File: src/hdl/sarseq_pkg.sv
// Purpose: Shared constants and types for the SAR converter sequencer.
// Assumes: APB byte addresses; each register takes one aligned word.
// Notes: Printed offsets are not word multiples, so they are indices.
package sarseq_pkg;
  // Register indices as printed; byte address is four times the index.
  localparam logic [7:0] IDX_P0_LOW = 8'h60;
  localparam logic [7:0] IDX_P0_HIGH = 8'h61;
  localparam logic [7:0] IDX_P1_LOW = 8'h62;
  localparam logic [7:0] IDX_P1_HIGH = 8'h63;
  localparam logic [7:0] IDX_P2_LOW = 8'h64;
  localparam logic [7:0] IDX_P2_HIGH = 8'h65;
  localparam logic [7:0] IDX_P3_LOW = 8'h66;
  localparam logic [7:0] IDX_P3_HIGH = 8'h67;
  localparam logic [7:0] IDX_CONTROL = 8'h68;
  localparam logic [7:0] IDX_SETUP = 8'h69;
  localparam logic [7:0] IDX_PORT = 8'h6A;
  // Control register fields.
  localparam int CTL_END = 7;
  localparam int CTL_BUSY = 6;
  localparam int CTL_REPEAT = 5;
  localparam int CTL_SCAN = 4;
  localparam int CTL_START = 2;
  localparam logic [7:0] CTL_ONES = 8'h0B;
  // Setup register fields.
  localparam int SET_LADDER = 7;
  localparam int SET_DUR_LO = 4;
  localparam int SET_CH_LO = 0;
  localparam logic [7:0] SET_ONES = 8'h48;
  localparam logic [7:0] LOW_ONES = 8'h3F;
  // Result width and ladder steps.
  localparam int RES_BITS = 10;
  localparam int LADDER_STEPS = 1024;
  // Base conversion length in system states for duration code 00.
  localparam logic [11:0] BASE_STATES = 12'h0A0;
  // Ladder settle time, which software must respect.
  localparam int LADDER_SETTLE_US = 3;
  localparam int CLK_MHZ = 125;
  localparam int LADDER_SETTLE_CYC = LADDER_SETTLE_US * CLK_MHZ;
  // Sequencer states, Gray coded along the usual path.
  typedef enum logic [1:0]
  {
    SQ_IDLE = 2'b00,
    SQ_CONV = 2'b01,
    SQ_NEXT = 2'b11
  } sarseq_state_t;
  // Bus request bundle.
  typedef struct packed
  {
    logic sel;
    logic en;
    logic wr;
    logic [31:0] addr;
    logic [31:0] wdata;
  } sarseq_apb_t;
endpackage : sarseq_pkg

File: src/hdl/sarseq_top.sv
// Purpose: Sequencer and register file of an eight-input 10-bit SAR ADC.
// Assumes: Comparator sits outside; it answers each trial within a cycle.
// Notes: Registers reached over APB; no wait states, no errors.
// Contract
// Ten-bit result, one bit per step, MSB first
// Trial codes index a 1024-step reference ladder
// Ladder switch opens when enable is 0
// Software waits 3 us after enabling ladder
// Fixed mode selects one input of eight
// Scan mode converts chosen sequence ascending
// Channel field resets to zero
// Unused inputs readable as digital port bits
// Start write begins conversion, busy set
// Repeat and scan bits give four modes
// Repeat modes restart without further starts
// Duration field resets to 160-state setting
// Single end sets end, clears busy, interrupts
// Software keeps interrupt disabled in repeat
// Repeat off finishes current conversion then stops; in scan mode the code first runs on to the last channel of the sequence
// Four result pairs shared by channel pairs
// Repeat mode overwrites pair each conversion
// Result registers read-only
// Low byte read clears end flag
// High byte bits 9..2, low bits 7..6
// Unused bits read as one
// Software stops converter before halt
// Scan codes map ascending sequences
// Duration codes give 160,320,640,1280 states
// Start while busy is ignored
//
// Local design decision: register access over APB.
`timescale 1ns/100ps
module sarseq_top
(
  // Clock and reset.
  input wire logic pclk,
  input wire logic presetn,
  // APB slave.
  input wire logic psel,
  input wire logic penable,
  input wire logic pwrite,
  input wire logic [31:0] paddr,
  input wire logic [31:0] pwdata,
  output logic [31:0] prdata,
  output logic pready,
  output logic pslverr,
  // Analog side.
  input wire logic comp_above,
  input wire logic [7:0] pin_digital,
  output logic [2:0] mux_select,
  output logic [9:0] ladder_tap,
  output logic ladder_switch_enable,
  output logic comp_enable,
  output logic conv_end_irq
);
  // Bundled bus request.
  sarseq_pkg::sarseq_apb_t req;
  assign req = '{sel: psel, en: penable, wr: pwrite, addr: paddr,
                 wdata: pwdata};

  // Register index of the current access, or all ones if misaligned or above address bit 9.
  function automatic logic [7:0] reg_index(input logic [31:0] a);
    reg_index = (a[1:0] == 2'h0 && a[31:10] == '0) ? a[9:2] : 8'hFF;
  endfunction : reg_index

  // Control and setup state.
  logic end_flag;
  logic busy_flag;
  logic repeat_bit;
  logic scan_bit;
  logic [1:0] duration_field;
  logic [2:0] channel_field;
  // Sequencer state.
  sarseq_pkg::sarseq_state_t state;
  logic [2:0] cur_ch;
  logic [3:0] bit_idx;
  logic [9:0] trial;
  logic [11:0] step_cnt;
  logic [11:0] step_len;
  // Results, one per channel pair.
  logic [9:0] result [4];
  // Synchronised digital pins and comparator.
  logic [7:0] pin_s1;
  logic [7:0] pin_s2;
  logic comp_s1;
  logic comp_s2;

  logic wr_acc;
  logic rd_acc;
  logic [7:0] idx;
  logic start_req;
  logic conv_done;
  logic [2:0] first_ch;
  logic [2:0] last_ch;
  assign idx = reg_index(req.addr);
  assign wr_acc = req.sel && req.en && req.wr;
  assign rd_acc = req.sel && req.en && !req.wr;
  assign start_req = wr_acc && idx == sarseq_pkg::IDX_CONTROL
                     && req.wdata[sarseq_pkg::CTL_START];
  // Each approximation step lasts a tenth of the conversion states.
  assign step_len = (sarseq_pkg::BASE_STATES << duration_field) / 12'h00A;
  assign conv_done = state == sarseq_pkg::SQ_CONV && bit_idx == 4'h0
                     && step_cnt == step_len - 12'h001;
  // Scan runs climb from input 0 or 4 up to the coded channel.
  assign first_ch = scan_bit ? {channel_field[2], 2'b00} : channel_field;
  assign last_ch = channel_field;

  // Two-flop synchronisers for the pins and the comparator.
  always_ff @(posedge pclk or negedge presetn)
  begin
    if (!presetn)
    begin
      pin_s1 <= 8'h00;
      pin_s2 <= 8'h00;
      comp_s1 <= 1'b0;
      comp_s2 <= 1'b0;
    end
    else
    begin
      pin_s1 <= pin_digital;
      pin_s2 <= pin_s1;
      comp_s1 <= comp_above;
      comp_s2 <= comp_s1;
    end
  end

  // Mode and setup register writes.
  always_ff @(posedge pclk or negedge presetn)
  begin
    if (!presetn)
    begin
      repeat_bit <= 1'b0;
      scan_bit <= 1'b0;
      duration_field <= 2'h0;
      channel_field <= 3'h0;
      ladder_switch_enable <= 1'b0;
    end
    else if (wr_acc && idx == sarseq_pkg::IDX_CONTROL)
    begin
      // Modes come from two bits.
      repeat_bit <= req.wdata[sarseq_pkg::CTL_REPEAT];
      scan_bit <= req.wdata[sarseq_pkg::CTL_SCAN];
    end
    else if (wr_acc && idx == sarseq_pkg::IDX_SETUP)
    begin
      // Writing 0 opens the ladder switch.
      ladder_switch_enable <= req.wdata[sarseq_pkg::SET_LADDER];
      duration_field <= req.wdata[sarseq_pkg::SET_DUR_LO +: 2];
      channel_field <= req.wdata[sarseq_pkg::SET_CH_LO +: 3];
    end
  end

  // Conversion sequencer: steps, channel walk and repeat handling.
  always_ff @(posedge pclk or negedge presetn)
  begin
    if (!presetn)
    begin
      state <= sarseq_pkg::SQ_IDLE;
      cur_ch <= 3'h0;
      bit_idx <= 4'h9;
      trial <= 10'h000;
      step_cnt <= 12'h000;
      busy_flag <= 1'b0;
    end
    else
    begin
      case (state)
        sarseq_pkg::SQ_IDLE:
        begin
          // Start begins a conversion; busy starts are not seen here.
          if (start_req)
          begin
            state <= sarseq_pkg::SQ_CONV;
            busy_flag <= 1'b1;
            cur_ch <= first_ch;
            bit_idx <= 4'h9;
            trial <= 10'h200;
            step_cnt <= 12'h000;
          end
        end
        sarseq_pkg::SQ_CONV:
        begin
          if (step_cnt != step_len - 12'h001)
            step_cnt <= step_cnt + 12'h001;
          else
          begin
            // Keep or drop the trial bit, then try the next lower bit.
            step_cnt <= 12'h000;
            trial[bit_idx] <= comp_s2;
            if (bit_idx == 4'h0)
              state <= sarseq_pkg::SQ_NEXT;
            else
            begin
              trial[bit_idx - 4'h1] <= 1'b1;
              bit_idx <= bit_idx - 4'h1;
            end
          end
        end
        sarseq_pkg::SQ_NEXT:
        begin
          bit_idx <= 4'h9;
          trial <= 10'h200;
          if (cur_ch != last_ch)
          begin
            cur_ch <= cur_ch + 3'h1;
            state <= sarseq_pkg::SQ_CONV;
          end
          else if (repeat_bit)
          begin
            // Repeat restarts the sequence by itself.
            cur_ch <= first_ch;
            state <= sarseq_pkg::SQ_CONV;
          end
          else
          begin
            // Repeat cleared: the finished conversion was the last.
            busy_flag <= 1'b0;
            state <= sarseq_pkg::SQ_IDLE;
          end
        end
        default:
        begin
          state <= sarseq_pkg::SQ_IDLE;
          busy_flag <= 1'b0;
        end
      endcase
    end
  end

  // Result storage; the bus never writes it.
  always_ff @(posedge pclk or negedge presetn)
  begin
    if (!presetn)
    begin
      for (int i = 0; i < 4; i++)
        result[i] <= 10'h000;
    end
    else if (conv_done)
    begin
      // Pair shared by ch and ch+4, no channel tag kept.
      result[cur_ch[1:0]] <= {trial[9:1], comp_s2};
    end
  end

  // End flag and interrupt pulse.
  logic seq_end;
  logic low_read;
  assign seq_end = state == sarseq_pkg::SQ_NEXT && cur_ch == last_ch
                   && !repeat_bit;
  assign low_read = rd_acc && idx >= sarseq_pkg::IDX_P0_LOW
                    && idx <= sarseq_pkg::IDX_P3_HIGH && !idx[0];
  always_ff @(posedge pclk or negedge presetn)
  begin
    if (!presetn)
    begin
      end_flag <= 1'b0;
      conv_end_irq <= 1'b0;
    end
    else
    begin
      conv_end_irq <= seq_end;
      // Setting wins over a low-byte read in the same cycle.
      if (seq_end)
        end_flag <= 1'b1;
      else if (low_read)
        end_flag <= 1'b0;
    end
  end

  // Analog-facing outputs from flops.
  always_ff @(posedge pclk or negedge presetn)
  begin
    if (!presetn)
    begin
      mux_select <= 3'h0;
      ladder_tap <= 10'h000;
      comp_enable <= 1'b0;
    end
    else
    begin
      mux_select <= (state == sarseq_pkg::SQ_IDLE) ? channel_field : cur_ch;
      ladder_tap <= trial;
      comp_enable <= state != sarseq_pkg::SQ_IDLE;
    end
  end

  // Read data mux; data registered in the setup cycle.
  logic [7:0] rd_byte;
  always_comb
  begin
    rd_byte = 8'h00;
    if (idx >= sarseq_pkg::IDX_P0_LOW && idx <= sarseq_pkg::IDX_P3_HIGH)
    begin
      // High byte holds bits 9..2, low byte bits 1..0 over ones.
      if (idx[0])
        rd_byte = result[idx[2:1]][9:2];
      else
        rd_byte = {result[idx[2:1]][1:0], 6'h00}
                  | sarseq_pkg::LOW_ONES;
    end
    else if (idx == sarseq_pkg::IDX_CONTROL)
    begin
      rd_byte = {end_flag, busy_flag, repeat_bit, scan_bit, 4'h0}
                | sarseq_pkg::CTL_ONES;
    end
    else if (idx == sarseq_pkg::IDX_SETUP)
    begin
      rd_byte = {ladder_switch_enable, 1'b0, duration_field, 1'b0,
                 channel_field} | sarseq_pkg::SET_ONES;
    end
    else if (idx == sarseq_pkg::IDX_PORT)
      rd_byte = pin_s2;
  end

  // APB answer: one access cycle, no errors.
  always_ff @(posedge pclk or negedge presetn)
  begin
    if (!presetn)
    begin
      prdata <= 32'h0000_0000;
      pready <= 1'b0;
      pslverr <= 1'b0;
    end
    else
    begin
      pready <= req.sel && !req.en;
      pslverr <= 1'b0;
      if (req.sel && !req.en && !req.wr)
        prdata <= {24'h000000, rd_byte};
    end
  end

  // Assertions.
  property p_busy_on_start;
    @(posedge pclk) disable iff (!presetn)
    (state == sarseq_pkg::SQ_IDLE && start_req) |=> busy_flag;
  endproperty
  a_busy_on_start: assert property (p_busy_on_start)
    else $error("Busy not set after start.");
  property p_end_clears_busy;
    @(posedge pclk) disable iff (!presetn)
    seq_end |=> (end_flag && !busy_flag && conv_end_irq);
  endproperty
  a_end_clears_busy: assert property (p_end_clears_busy)
    else $error("End of sequence flags wrong.");
  property p_low_read_clears;
    @(posedge pclk) disable iff (!presetn)
    (low_read && !seq_end) |=> !end_flag;
  endproperty
  a_low_read_clears: assert property (p_low_read_clears)
    else $error("Low read did not clear end flag.");
  property p_high_read_keeps;
    @(posedge pclk) disable iff (!presetn)
    (rd_acc && idx[0] && idx <= sarseq_pkg::IDX_P3_HIGH
     && idx >= sarseq_pkg::IDX_P0_LOW && end_flag) |=> end_flag;
  endproperty
  a_high_read_keeps: assert property (p_high_read_keeps)
    else $error("High read changed end flag.");
  property p_busy_ignored;
    @(posedge pclk) disable iff (!presetn)
    (state == sarseq_pkg::SQ_CONV && start_req) |=>
      $stable(cur_ch) && state != sarseq_pkg::SQ_IDLE;
  endproperty
  a_busy_ignored: assert property (p_busy_ignored)
    else $error("Start while busy disturbed conversion.");
  property p_repeat_restarts;
    @(posedge pclk) disable iff (!presetn)
    (state == sarseq_pkg::SQ_NEXT && cur_ch == last_ch && repeat_bit)
      |=> (state == sarseq_pkg::SQ_CONV && cur_ch == $past(first_ch));
  endproperty
  a_repeat_restarts: assert property (p_repeat_restarts)
    else $error("Repeat did not restart sequence.");
  property p_result_stored;
    @(posedge pclk) disable iff (!presetn)
    conv_done |=> result[$past(cur_ch[1:0])] == {$past(trial[9:1]),
                                                 $past(comp_s2)};
  endproperty
  a_result_stored: assert property (p_result_stored)
    else $error("Result not stored.");
  property p_low_ones;
    @(posedge pclk) disable iff (!presetn)
    (req.sel && !req.en && !req.wr && !idx[0]
     && idx >= sarseq_pkg::IDX_P0_LOW && idx <= sarseq_pkg::IDX_P3_HIGH)
      |=> prdata[7:0] == {$past(result[idx[2:1]][1:0]), 6'h3F};
  endproperty
  a_low_ones: assert property (p_low_ones)
    else $error("Low byte layout wrong.");
  property p_scan_range;
    @(posedge pclk) disable iff (!presetn)
    state == sarseq_pkg::SQ_CONV |-> cur_ch <= last_ch;
  endproperty
  a_scan_range: assert property (p_scan_range)
    else $error("Channel outside sequence.");
  c_single: cover property (@(posedge pclk) disable iff (!presetn)
    seq_end && !scan_bit);
  c_scan: cover property (@(posedge pclk) disable iff (!presetn)
    seq_end && scan_bit);
  c_repeat: cover property (@(posedge pclk) disable iff (!presetn)
    state == sarseq_pkg::SQ_NEXT && repeat_bit);
endmodule : sarseq_top

File: config.mk
export PLATFORM = sky130hd
export DESIGN_NAME = sarseq_top
export DESIGN_NICKNAME = d
export VERILOG_FILES = /design/src/hdl/sarseq_pkg.sv /design/src/hdl/sarseq_top.sv
export SDC_FILE = /design/constraint.sdc
export NUM_CORES = 1
export LEC_CHECK = 0
export ABC_AREA = 1
export BUFFER_PORTS_ARGS = -buffer_cell sky130_fd_sc_hd__clkbuf_2
export CORE_MARGIN = 10
export CORE_UTILIZATION = 55
export CTS_CLUSTER_DIAMETER = 60
export DETAILED_ROUTE_END_ITERATION = 6
export GPL_TIMING_DRIVEN = 0
export PLACE_DENSITY = 0.75
export SETUP_SLACK_MARGIN = 0.02
export SYNTH_ARGS = -nofsm -noshare
export SYNTH_HDL_FRONTEND = slang
export SYNTH_SLANG_ARGS = --single-unit
export TNS_END_PERCENT = 30
File: constraint.sdc
create_clock -name pclk -period 5.1 [get_ports pclk]
set_clock_uncertainty 0.05 [all_clocks]
set_input_delay 0.51 -clock pclk [delete_from_list [all_inputs] [get_ports pclk]]
set_output_delay 0.51 -clock pclk [all_outputs]
set_load 0.05 [all_outputs]
Word level (Yosys, flattened, before mapping)
Cells that the tools add are included.

storage, ports and cells
  register bits after elaboration = 123
  latch bits = 0
  bits in writable memories = 0
  memory bits (read-only) = 0
  output and inout port bits = 50
  word-level logic and storage cells = 148
  memories kept = 0

operators by class
  add/sub/neg operators = 4
  multiply operators = 0
  div/mod/pow operators = 1
  magnitude comparators = 9
  eq/ne operators = 16
  shift-type cells = 1
  mux-type cells = 46
  bitwise gates (word level) = 5
  reductions and logical operators = 40

operators with widths
  operator                 count
  $mux W10                 6
  $mux W8                  6
  $bwmux W40               1
  $pmux W10 S3             1
  $eq A8 B7 Y1 const B     3
  $mux W12                 2
  $pmux W12 S2             1
  $logic_not A22 Y1        1
  $bmux W10 S2             1
  $demux W10 S2            1
  $logic_and A1 B1 Y1      20
  $add A12 B1 Y12 const B  1
  $div A12 B4 Y12 const B  1
  $eq A12 B12 Y1           1
  $mux W3                  4
  $mux W4                  3
  $ne A12 B12 Y1           1
  $pmux W4 S3              1
  $shl A8 B2 Y12 const A   1
  $sub A12 B1 Y12 const B  1
  $bwmux W10               1
  $lt A4 B5 Y1 const B     2
  $ne A2 B2 Y1 const B     5
  $or A10 B10 Y10          1
  29 further kinds         56

Logic depth before layout (Yosys ltp)
Gate-level depths: netlist (run 1).

  depth in word-level cells = 9
  depth in mapped cells = 32
  gate-level depth less buffers = 31

Worst setup path after synthesis (run 1)
Ideal clock, no wire load.

  path kind = flip-flop to flip-flop
  start = reg duration_field[0]
  end = reg result[0] (netlist bit)
  setup time = 0.065 ns
  arrival = 3.698 ns
  path slack = 1.287 ns
  cell stages (with the launch flop) = 24
  buffers on the path = 1
  cell sequence = dfrtp_1 > inv_1 > ha_1 > inv_2 > ha_1 > inv_1 > ha_1 > nor2_8 > nand3_4 > ha_1 > nand3_1 > nand2_1 > xor2_1 > inv_1 > o21ai_0 > nand2_1 > nor2_4 > nand3_1 > a21oi_1 > nand2_2 > nor3_4 > buf_6 > nand3_1 > nand2_1

between the ends
  cells in the longest elaborated chain, start to end = 5

ends and longest elaborated chain
  element                        line               text
  start, declared                sarseq_top.sv:71   logic [1:0] duration_field;
  start signal, assigned         sarseq_top.sv:148  duration_field <= req.wdata[sarseq_pkg::SET_DUR_LO +: 2];
  $shl A8 B2 Y12                 sarseq_top.sv:101  assign step_len = (sarseq_pkg::BASE_STATES << duration_field) / 12'h00A;
  $div A12 B4 Y12                sarseq_top.sv:101
  $sub A12 B1 Y12                sarseq_top.sv:103  && step_cnt == step_len - 12'h001;
  $eq A12 B12 Y1                 sarseq_top.sv:103
  $logic_and A1 B1 Y1            sarseq_top.sv:103
  end signal, assigned by index  sarseq_top.sv:241  result[cur_ch[1:0]] <= {trial[9:1], comp_s2};
  end, declared                  sarseq_top.sv:81   logic [9:0] result [4];

Every way passes these cells.
A chain may end at the register's enable or synchronous reset.

Worst setup path in the final report (run 1)
  start = reg duration_field[0]
  end = reg result[29] (netlist bit)

Same word-level chain as after synthesis.

==> reports/metrics.csv, run 1 <==
stage,metric,value,unit
layout,Final #Nets,1110,
detailed_routing,metal3 WL,1100,microns
pwr,Comb pwr share,4.8,%
floorplanning,Starting Density,56.4,%
detailed_routing,top sig layer,met4,
critical_path,kind of critical path,reg -> reg,
critical_path,Worst setup EP type,flip-flop,
sta,Tcrit/Tclk final,89.4,%
layout,most frequent cells in the layout,"nand2_1, dfrtp_1, nand3_1",
critical_path,crit path max-delay cell type,dfrtp_1,
layout,"most common cell after layout, fill and taps aside",nand2_1,
floorplanning,Die ar.,18000,sq um
critical_path,Crit path depth,24,
pwr,maximum vdd drop,0.205,mV
synth,post-synthesis sequential area ratio,43.1,%
sta,Final setup viols,0,
critical_path,WP data arrival,4.87,ns
global_route,initial antenna violation count,0,
layout,share of cells above drive strength 1,18.6,%
clock_tree,CTS tree,built,
layout,Finished Layout Cells,1193,
sta,Final min period,4.56,ns
detailed_routing,"wirelength, routed",18200,microns
sta,"Hold Vio Cnt, Final",0,
critical_path,Crit path largest cell delay,0.45,ns
clock_tree,CTS buffer count,17,
critical_path,CP endpoint,result[29]$_DFFE_PN0P_,
detailed_routing,M1 WL,8150,microns
clock_tree,Clock Sinks,123,
place,RePlAce Congestion,0.890,
clock_tree,H-tree depth,4,
place,dpl cell area,7870,sq um
detailed_routing,DR vias/cell,5.27,
global_route,first-pass GRT wire length,30100,microns
synth,Post-Syn Area,7150,sq um
pwr,Final Power,2.34,mW
floorplanning,core area,12700,sq um
clock_tree,Worst-path clk slew,0.05,ns
clock_tree,post-cts sizing count,0,
critical_path,CP Launch Type,flip-flop,
global_route,GRT Util Overall,20.4,%
critical_path,WP data required,5.41,ns
critical_path,R2R setup slack,0.54,ns
critical_path,Crit path max-delay family,simple AND/OR/NAND/NOR gates,
clock_tree,Clock Latency Late Sink,0.42,ns
floorplanning,die height,134,microns
job,max cap viols,0,
critical_path,Crit Path Max Fanout,10,
critical_path,CP Cell Sequence,"inv_1, ha_1, inv_1, nand3_1, nand2_1, inv_1, ha_1, nor2_8, nand3_4, ha_1, nand3_1, nand2_1, xor2_1, inv_1, o21ai_1, nand3_1, nor2_2, nand2_1, nand2_1, o211ai_2, nor3_4, buf_6, nand3_1, nand2_1",
critical_path,Crit Reg-Reg Endpoint,result[29]$_DFFE_PN0P_,
clock_tree,postcts setup bufs,0,
clock_tree,hold-fix buffers at CTS,0,
floorplanning,Ports,128,
clock_tree,Longest Clk Path Bufs,2,
critical_path,reg2reg start,duration_field[0]$_DFFE_PN0P_,
detailed_routing,total number of vias,6291,
sta,Worst Slack Setup Final,0.542,ns
floorplanning,Die Wd,134,microns
synth,Post-Synthesis Cells,888,
outcome,status,finished clean,
detailed_routing,number of iterations in the first detailed-routing pass,7,
sta,Setup TNS,0,ns
synth,Syn Area/Cell,8.05,sq um
pwr,Int Power,1.82,mW
pwr,Clock power frac,53.1,%
pwr,Net Sw Frac,22.3,%
sta,Hold WS,0.00926,ns
place,placed cells,1161,
floorplanning,row cnt,41,
critical_path,buffer and inverter count on the worst path,5,
detailed_routing,Met2 Routed Length,8790,microns
pwr,Sw Pwr,522,uW
critical_path,crit path from,duration_field[0]$_DFFE_PN0P_,
critical_path,reg2reg path depth,24,
synth,Yosys cell types,46,
synth,Synth Warn #,0,
detailed_routing,drc violations,0,
detailed_routing,WL/cell,15.3,microns
critical_path,most frequent cell on the critical path,nand2_1,
hold_path,hold crit path type,in -> async,
sta,unrepaired setup endpoints after global routing,no,
global_route,pin count of the biggest net entering global routing,68,
global_route,GRT overflow,0,
pwr,Reg power frac,42.1,%
layout,"Design Area, Final",8490,sq um
sta,Slew @ Worst Pin,0.769,ns
global_route,vias in the first global route,5952,
synth,synthesis-stage register bit count,123,
layout,"Area growth, synth to finish",18.6,%
layout,final core utilization,67.0,%
pwr,total power divided by cell area,276,nW/um^2
sta,max-slew violations,0,
clock_tree,CTS Root Buffer Type,clkbuf_16,
sta,f_max,219,MHz
detailed_routing,"antenna viol nets, final",0,
place,number of I/O port buffers,76,
layout,Diodes inserted,0,
sta,Max transition margin,48.4,%
place,worst slack at placement,0.612,ns
detailed_routing,Starting DRT DRC Count,596,
pwr,P_leak,4.55,nW
place,placed wire-length estimate,13300,microns
per-layer routing:
layer / track usage (%) / vias up
met5: 0 / -
met4: 4.78 / 0
met3: 4.89 / 22
met2: 33.3 / 185
met1: 26.9 / 2957
li1: - / 3127
worst min path at each step:
stage                             start                endpoint  slack (ns)  cells past startpoint
finish                          presetn     pin_s1[5]$_DFF_PN0_       0.009                      1
global route                    presetn     pin_s2[3]$_DFF_PN0_        0.04                      1
CTS                             presetn     pin_s2[5]$_DFF_PN0_        0.02                      1
detailed placement    comp_s1$_DFF_PN0_       comp_s2$_DFF_PN0_        0.29                      0
global placement    pin_s1[7]$_DFF_PN0_     pin_s2[7]$_DFF_PN0_        0.28                      0
floorplan                       presetn  bit_idx[1]$_DFFE_PN0P_        0.16                      0
cell usage after synthesis (all sizes together):
master / number / area (sq um)
a211oi: 2 / 15.0
a21boi: 1 / 7.51
a21oi: 24 / 120
a31o: 1 / 8.76
a31oi: 1 / 6.26
and2: 1 / 6.26
buf: 38 / 293
clkbuf: 10 / 37.5
clkinv: 3 / 11.3
conb: 1 / 3.75
dfrtp: 121 / 3030
dfstp: 2 / 52.6
ha: 24 / 300
inv: 86 / 323
mux2: 3 / 33.8
mux2i: 6 / 60.1
nand2: 249 / 972
nand3: 106 / 608
nand3b: 1 / 7.51
nand4: 25 / 163
nor2: 75 / 342
nor3: 6 / 41.3
nor4: 6 / 37.5
o2111ai: 7 / 61.3
o211ai: 12 / 95.1
o21ai: 37 / 185
o221ai: 12 / 105
o22ai: 4 / 25.0
or2: 3 / 18.8
xnor2: 4 / 35.0
xor2: 17 / 149
cell families after synthesis:
logic type               count (synthesis)  synth area share [%]
XOR/XNOR                                21                  2.57
AO/OA/AOI/OAI                          101                  8.80
flip-flops                             123                  43.1
buffers and inverters                  137                  9.29
AND/OR/NAND/NOR                        472                  30.7
multiplexers                             9                  1.31
adder cells (fa/ha/maj)                 24                  4.20
other                                    1                0.0524
registers in the layout, summed over array words and instances (netlist names), 2 cells and up:
signal / cells
bit_idx: 4
channel_field: 3
cur_ch: 3
duration_field: 2
ladder_tap: 10
mux_select: 3
pin_s1: 8
pin_s2: 8
prdata: 8
result: 40
state: 2
step_cnt: 12
trial: 10
worst register-to-register path, cell delays in order, from the launching register on:
cell and delay [ns]:
dfrtp_1 0.45, inv_1 0.18, ha_1 0.31, inv_1 0.13
nand3_1 0.13, nand2_1 0.13, inv_1 0.08, ha_1 0.27
nor2_8 0.17, nand3_4 0.13, ha_1 0.35, nand3_1 0.10
nand2_1 0.12, xor2_1 0.17, inv_1 0.09, o21ai_1 0.22
nand3_1 0.12, nor2_2 0.19, nand2_1 0.09, nand2_1 0.08
o211ai_2 0.18, nor3_4 0.39, buf_6 0.22, nand3_1 0.09
nand2_1 0.08
power groups by stage:
stage | clock (mW) | combinational [mW] | sequential [mW]
after CTS | 1.25 | 0.112 | 0.987
final | 1.24 | 0.111 | 0.987
after global routing | 1.31 | 0.122 | 0.987
after floorplan | 0 | 0.0637 | 1.00
after global placement | 0 | 0.107 | 1.00
after detailed placement | 0 | 0.111 | 1.00
area by class of cell:
cell class	count	area, sq um
buffer	48	330
timing repair buffer	77	417
multi-input combinational	652	3500
sequential	123	3080
clock inverter	11	141
tap	172	215
inverter	89	334
fill	1067	4190
clock buffer	21	470
(Power assumes the default switching activity.)
==> inputs of run 2 (changes only) <==
--- a/config.mk
+++ b/config.mk
@@ -9,6 +9,7 @@
 export BUFFER_PORTS_ARGS = -buffer_cell sky130_fd_sc_hd__clkbuf_2
 export CORE_MARGIN = 10
 export CORE_UTILIZATION = 55
+export CTS_BUF_LIST = sky130_fd_sc_hd__clkbuf_4
 export CTS_CLUSTER_DIAMETER = 60
 export DETAILED_ROUTE_END_ITERATION = 6
 export GPL_TIMING_DRIVEN = 0
==> reports/metrics.csv, run 2 (synthesis gave the netlist of run 1 again) <==
stage,metric,value,unit
floorplanning,Die Wd,134,microns
sta,Slew @ Worst Pin,0.765,ns
detailed_routing,number of iterations in the first detailed-routing pass,5,
outcome,status,finished clean,
sta,max-slew violations,0,
hold_path,hold crit path type,in -> reg,
global_route,GRT overflow,0,
sta,"Hold Vio Cnt, Final",0,
floorplanning,Starting Density,56.4,%
critical_path,CP Cell Sequence,"inv_1, ha_1, inv_1, nand3_1, nand2_1, inv_1, ha_1, nor2_8, nand3_4, ha_1, nand3_1, nand2_1, xor2_1, inv_1, o21ai_1, nand3_1, nor2_2, nand2_1, nand2_1, o211ai_2, nor3_4, buf_6, nand3_1, nand2_1",
place,dpl cell area,7870,sq um
sta,unrepaired setup endpoints after global routing,no,
pwr,P_leak,4.45,nW
clock_tree,CTS buffer count,17,
clock_tree,Worst-path clk slew,0.10,ns
layout,final core utilization,65.2,%
detailed_routing,drc violations,0,
detailed_routing,Starting DRT DRC Count,486,
layout,Finished Layout Cells,1204,
layout,multi-input logic area,3500,sq um
detailed_routing,"wirelength, routed",18000,microns
layout,most frequent cells in the layout,"nand2_1, dfrtp_1, nand3_1",
hold_path,hold depth,2,
floorplanning,Die ar.,18000,sq um
global_route,GRT Util Overall,20.1,%
pwr,maximum vdd drop,0.191,mV
hold_path,min-delay src,penable,
sta,Setup TNS,0,ns
global_route,first-pass GRT wire length,29500,microns
layout,share of cells above drive strength 1,18.2,%
detailed_routing,WL/cell,14.9,microns
clock_tree,CTS Root Buffer Type,clkbuf_4,
global_route,vias in the first global route,5929,
layout,"Area growth, synth to finish",15.6,%
floorplanning,Ports,128,
floorplanning,row cnt,41,
pwr,total power divided by cell area,219,nW/um^2
detailed_routing,"antenna viol nets, final",0,
critical_path,Worst setup EP type,flip-flop,
detailed_routing,total number of vias,6320,
detailed_routing,DR vias/cell,5.25,
clock_tree,H-tree depth,4,
floorplanning,die height,134,microns
place,placed cells,1161,
clock_tree,postcts setup bufs,0,
critical_path,reg2reg path depth,24,
critical_path,Crit Reg-Reg Endpoint,result[36]$_DFFE_PN0P_,
sta,Worst Slack Setup Final,0.562,ns
critical_path,WP data required,5.53,ns
critical_path,crit path max-delay cell type,dfrtp_1,
layout,register area,3080,sq um
critical_path,R2R setup slack,0.56,ns
critical_path,reg2reg start,duration_field[0]$_DFFE_PN0P_,
global_route,initial antenna violation count,1,
layout,top flop regs,"result (40), step_cnt (12)",
layout,Final #Nets,1120,
place,worst slack at placement,0.612,ns
clock_tree,Clock Latency Late Sink,0.55,ns
sta,Max transition margin,48.6,%
critical_path,most frequent cell on the critical path,nand2_1,
job,max cap viols,0,
hold_path,WHS Endpoint,pready$_DFF_PN0_,
layout,fillers,1115,
sta,Final min period,4.54,ns
layout,number of flip-flops in the largest register,40,
clock_tree,Clock Sinks,123,
critical_path,WP data arrival,4.97,ns
critical_path,Crit Path Max Fanout,10,
sta,f_max,220,MHz
place,RePlAce Congestion,0.890,
place,placed wire-length estimate,13300,microns
critical_path,kind of critical path,reg -> reg,
floorplanning,core area,12700,sq um
layout,"most common cell after layout, fill and taps aside",nand2_1,
critical_path,Crit path largest cell delay,0.47,ns
place,number of I/O port buffers,76,
critical_path,buffer and inverter count on the worst path,5,
layout,largest reg by FF count,result,
critical_path,Crit path max-delay family,simple AND/OR/NAND/NOR gates,
sta,Tcrit/Tclk final,89.0,%
global_route,pin count of the biggest net entering global routing,68,
layout,"Design Area, Final",8260,sq um
clock_tree,CTS tree,built,
sta,Final setup viols,0,
critical_path,CP Launch Type,flip-flop,
clock_tree,Longest Clk Path Bufs,2,
==> run 2: cell count changes in the layout (fill, tap and decap cells not counted), sizes merged <==
cell | previous run | this run
clkinv | 7 | 10
dlygate4sd3 | 0 | 10
clkbuf | 107 | 104
diode | 0 | 1
==> run 2: final cells by class <==
type	count	area share, %
multi-input cells	652	42.3
flip-flops and latches	123	37.3
repair buffers	87	6.25
inverters	89	4.04
plain buffers	48	4.00
well taps	172	2.60
clock inverters	14	1.85
clock buffers	18	1.64
diodes	1	0.0303
==> run 2: stage by stage <==
| step | power [mW] | hold WS [ns] |
|---|---|---|
| 2_1_floorplan | 1.07 | 0.164 |
| 3_3_place_gp | 1.11 | 0.282 |
| 3_5_place_dp | 1.12 | 0.286 |
| 4_1_cts | 1.82 | 0.0824 |
| 5_1_grt | 1.89 | 0.0851 |
| 6_report | 1.81 | 0.103 |
==> run 2: per-layer routing <==
layer | part of all wire (%) | wire length (microns) | vias to the layer above | GRT usage [%]
li1 | - | - | 3164 | -
met1 | 45 | 8030 | 2940 | 26.2
met2 | 47 | 8550 | 199 | 32.2
met3 | 6.7 | 1210 | 17 | 5.41
met4 | 1.2 | 210 | 0 | 5.56
met5 | 0 | 0 | - | 0
==> run 2: worst max path at each step <==
| stage | slack (ns) | cells after the start | start | endpoint |
|---|---|---|---|---|
| 2_1_floorplan | 1.29 | 23 | duration_field[0]$_DFFE_PN0P_ | result[0]$_DFFE_PN0P_ |
| 3_3_place_gp | 0.69 | 23 | duration_field[0]$_DFFE_PN0P_ | result[35]$_DFFE_PN0P_ |
| 3_5_place_dp | 0.61 | 22 | duration_field[0]$_DFFE_PN0P_ | result[35]$_DFFE_PN0P_ |
| 4_1_cts | 0.58 | 23 | duration_field[0]$_DFFE_PN0P_ | result[36]$_DFFE_PN0P_ |
| 5_1_grt | 0.14 | 24 | duration_field[0]$_DFFE_PN0P_ | result[36]$_DFFE_PN0P_ |
| 6_report | 0.56 | 24 | duration_field[0]$_DFFE_PN0P_ | result[36]$_DFFE_PN0P_ |
==> run 2: power by group <==
part	total [mW]	internal (mW)	leakage, nW	switching (mW)
combinational	0.118	0.0381	2.69	0.0798
sequential	0.985	0.982	1.61	0.00276
clock	0.705	0.337	0.151	0.368
total	1.81	1.36	4.45	0.450
==> run 2: repair_timing <==
item | in CTS | in global routing
endpoints found under the hold margin | 64 | 0
endpoints found under the setup margin | 0 | 0
hold buffers | 10 | 0
gates resized for setup | 0 | 0
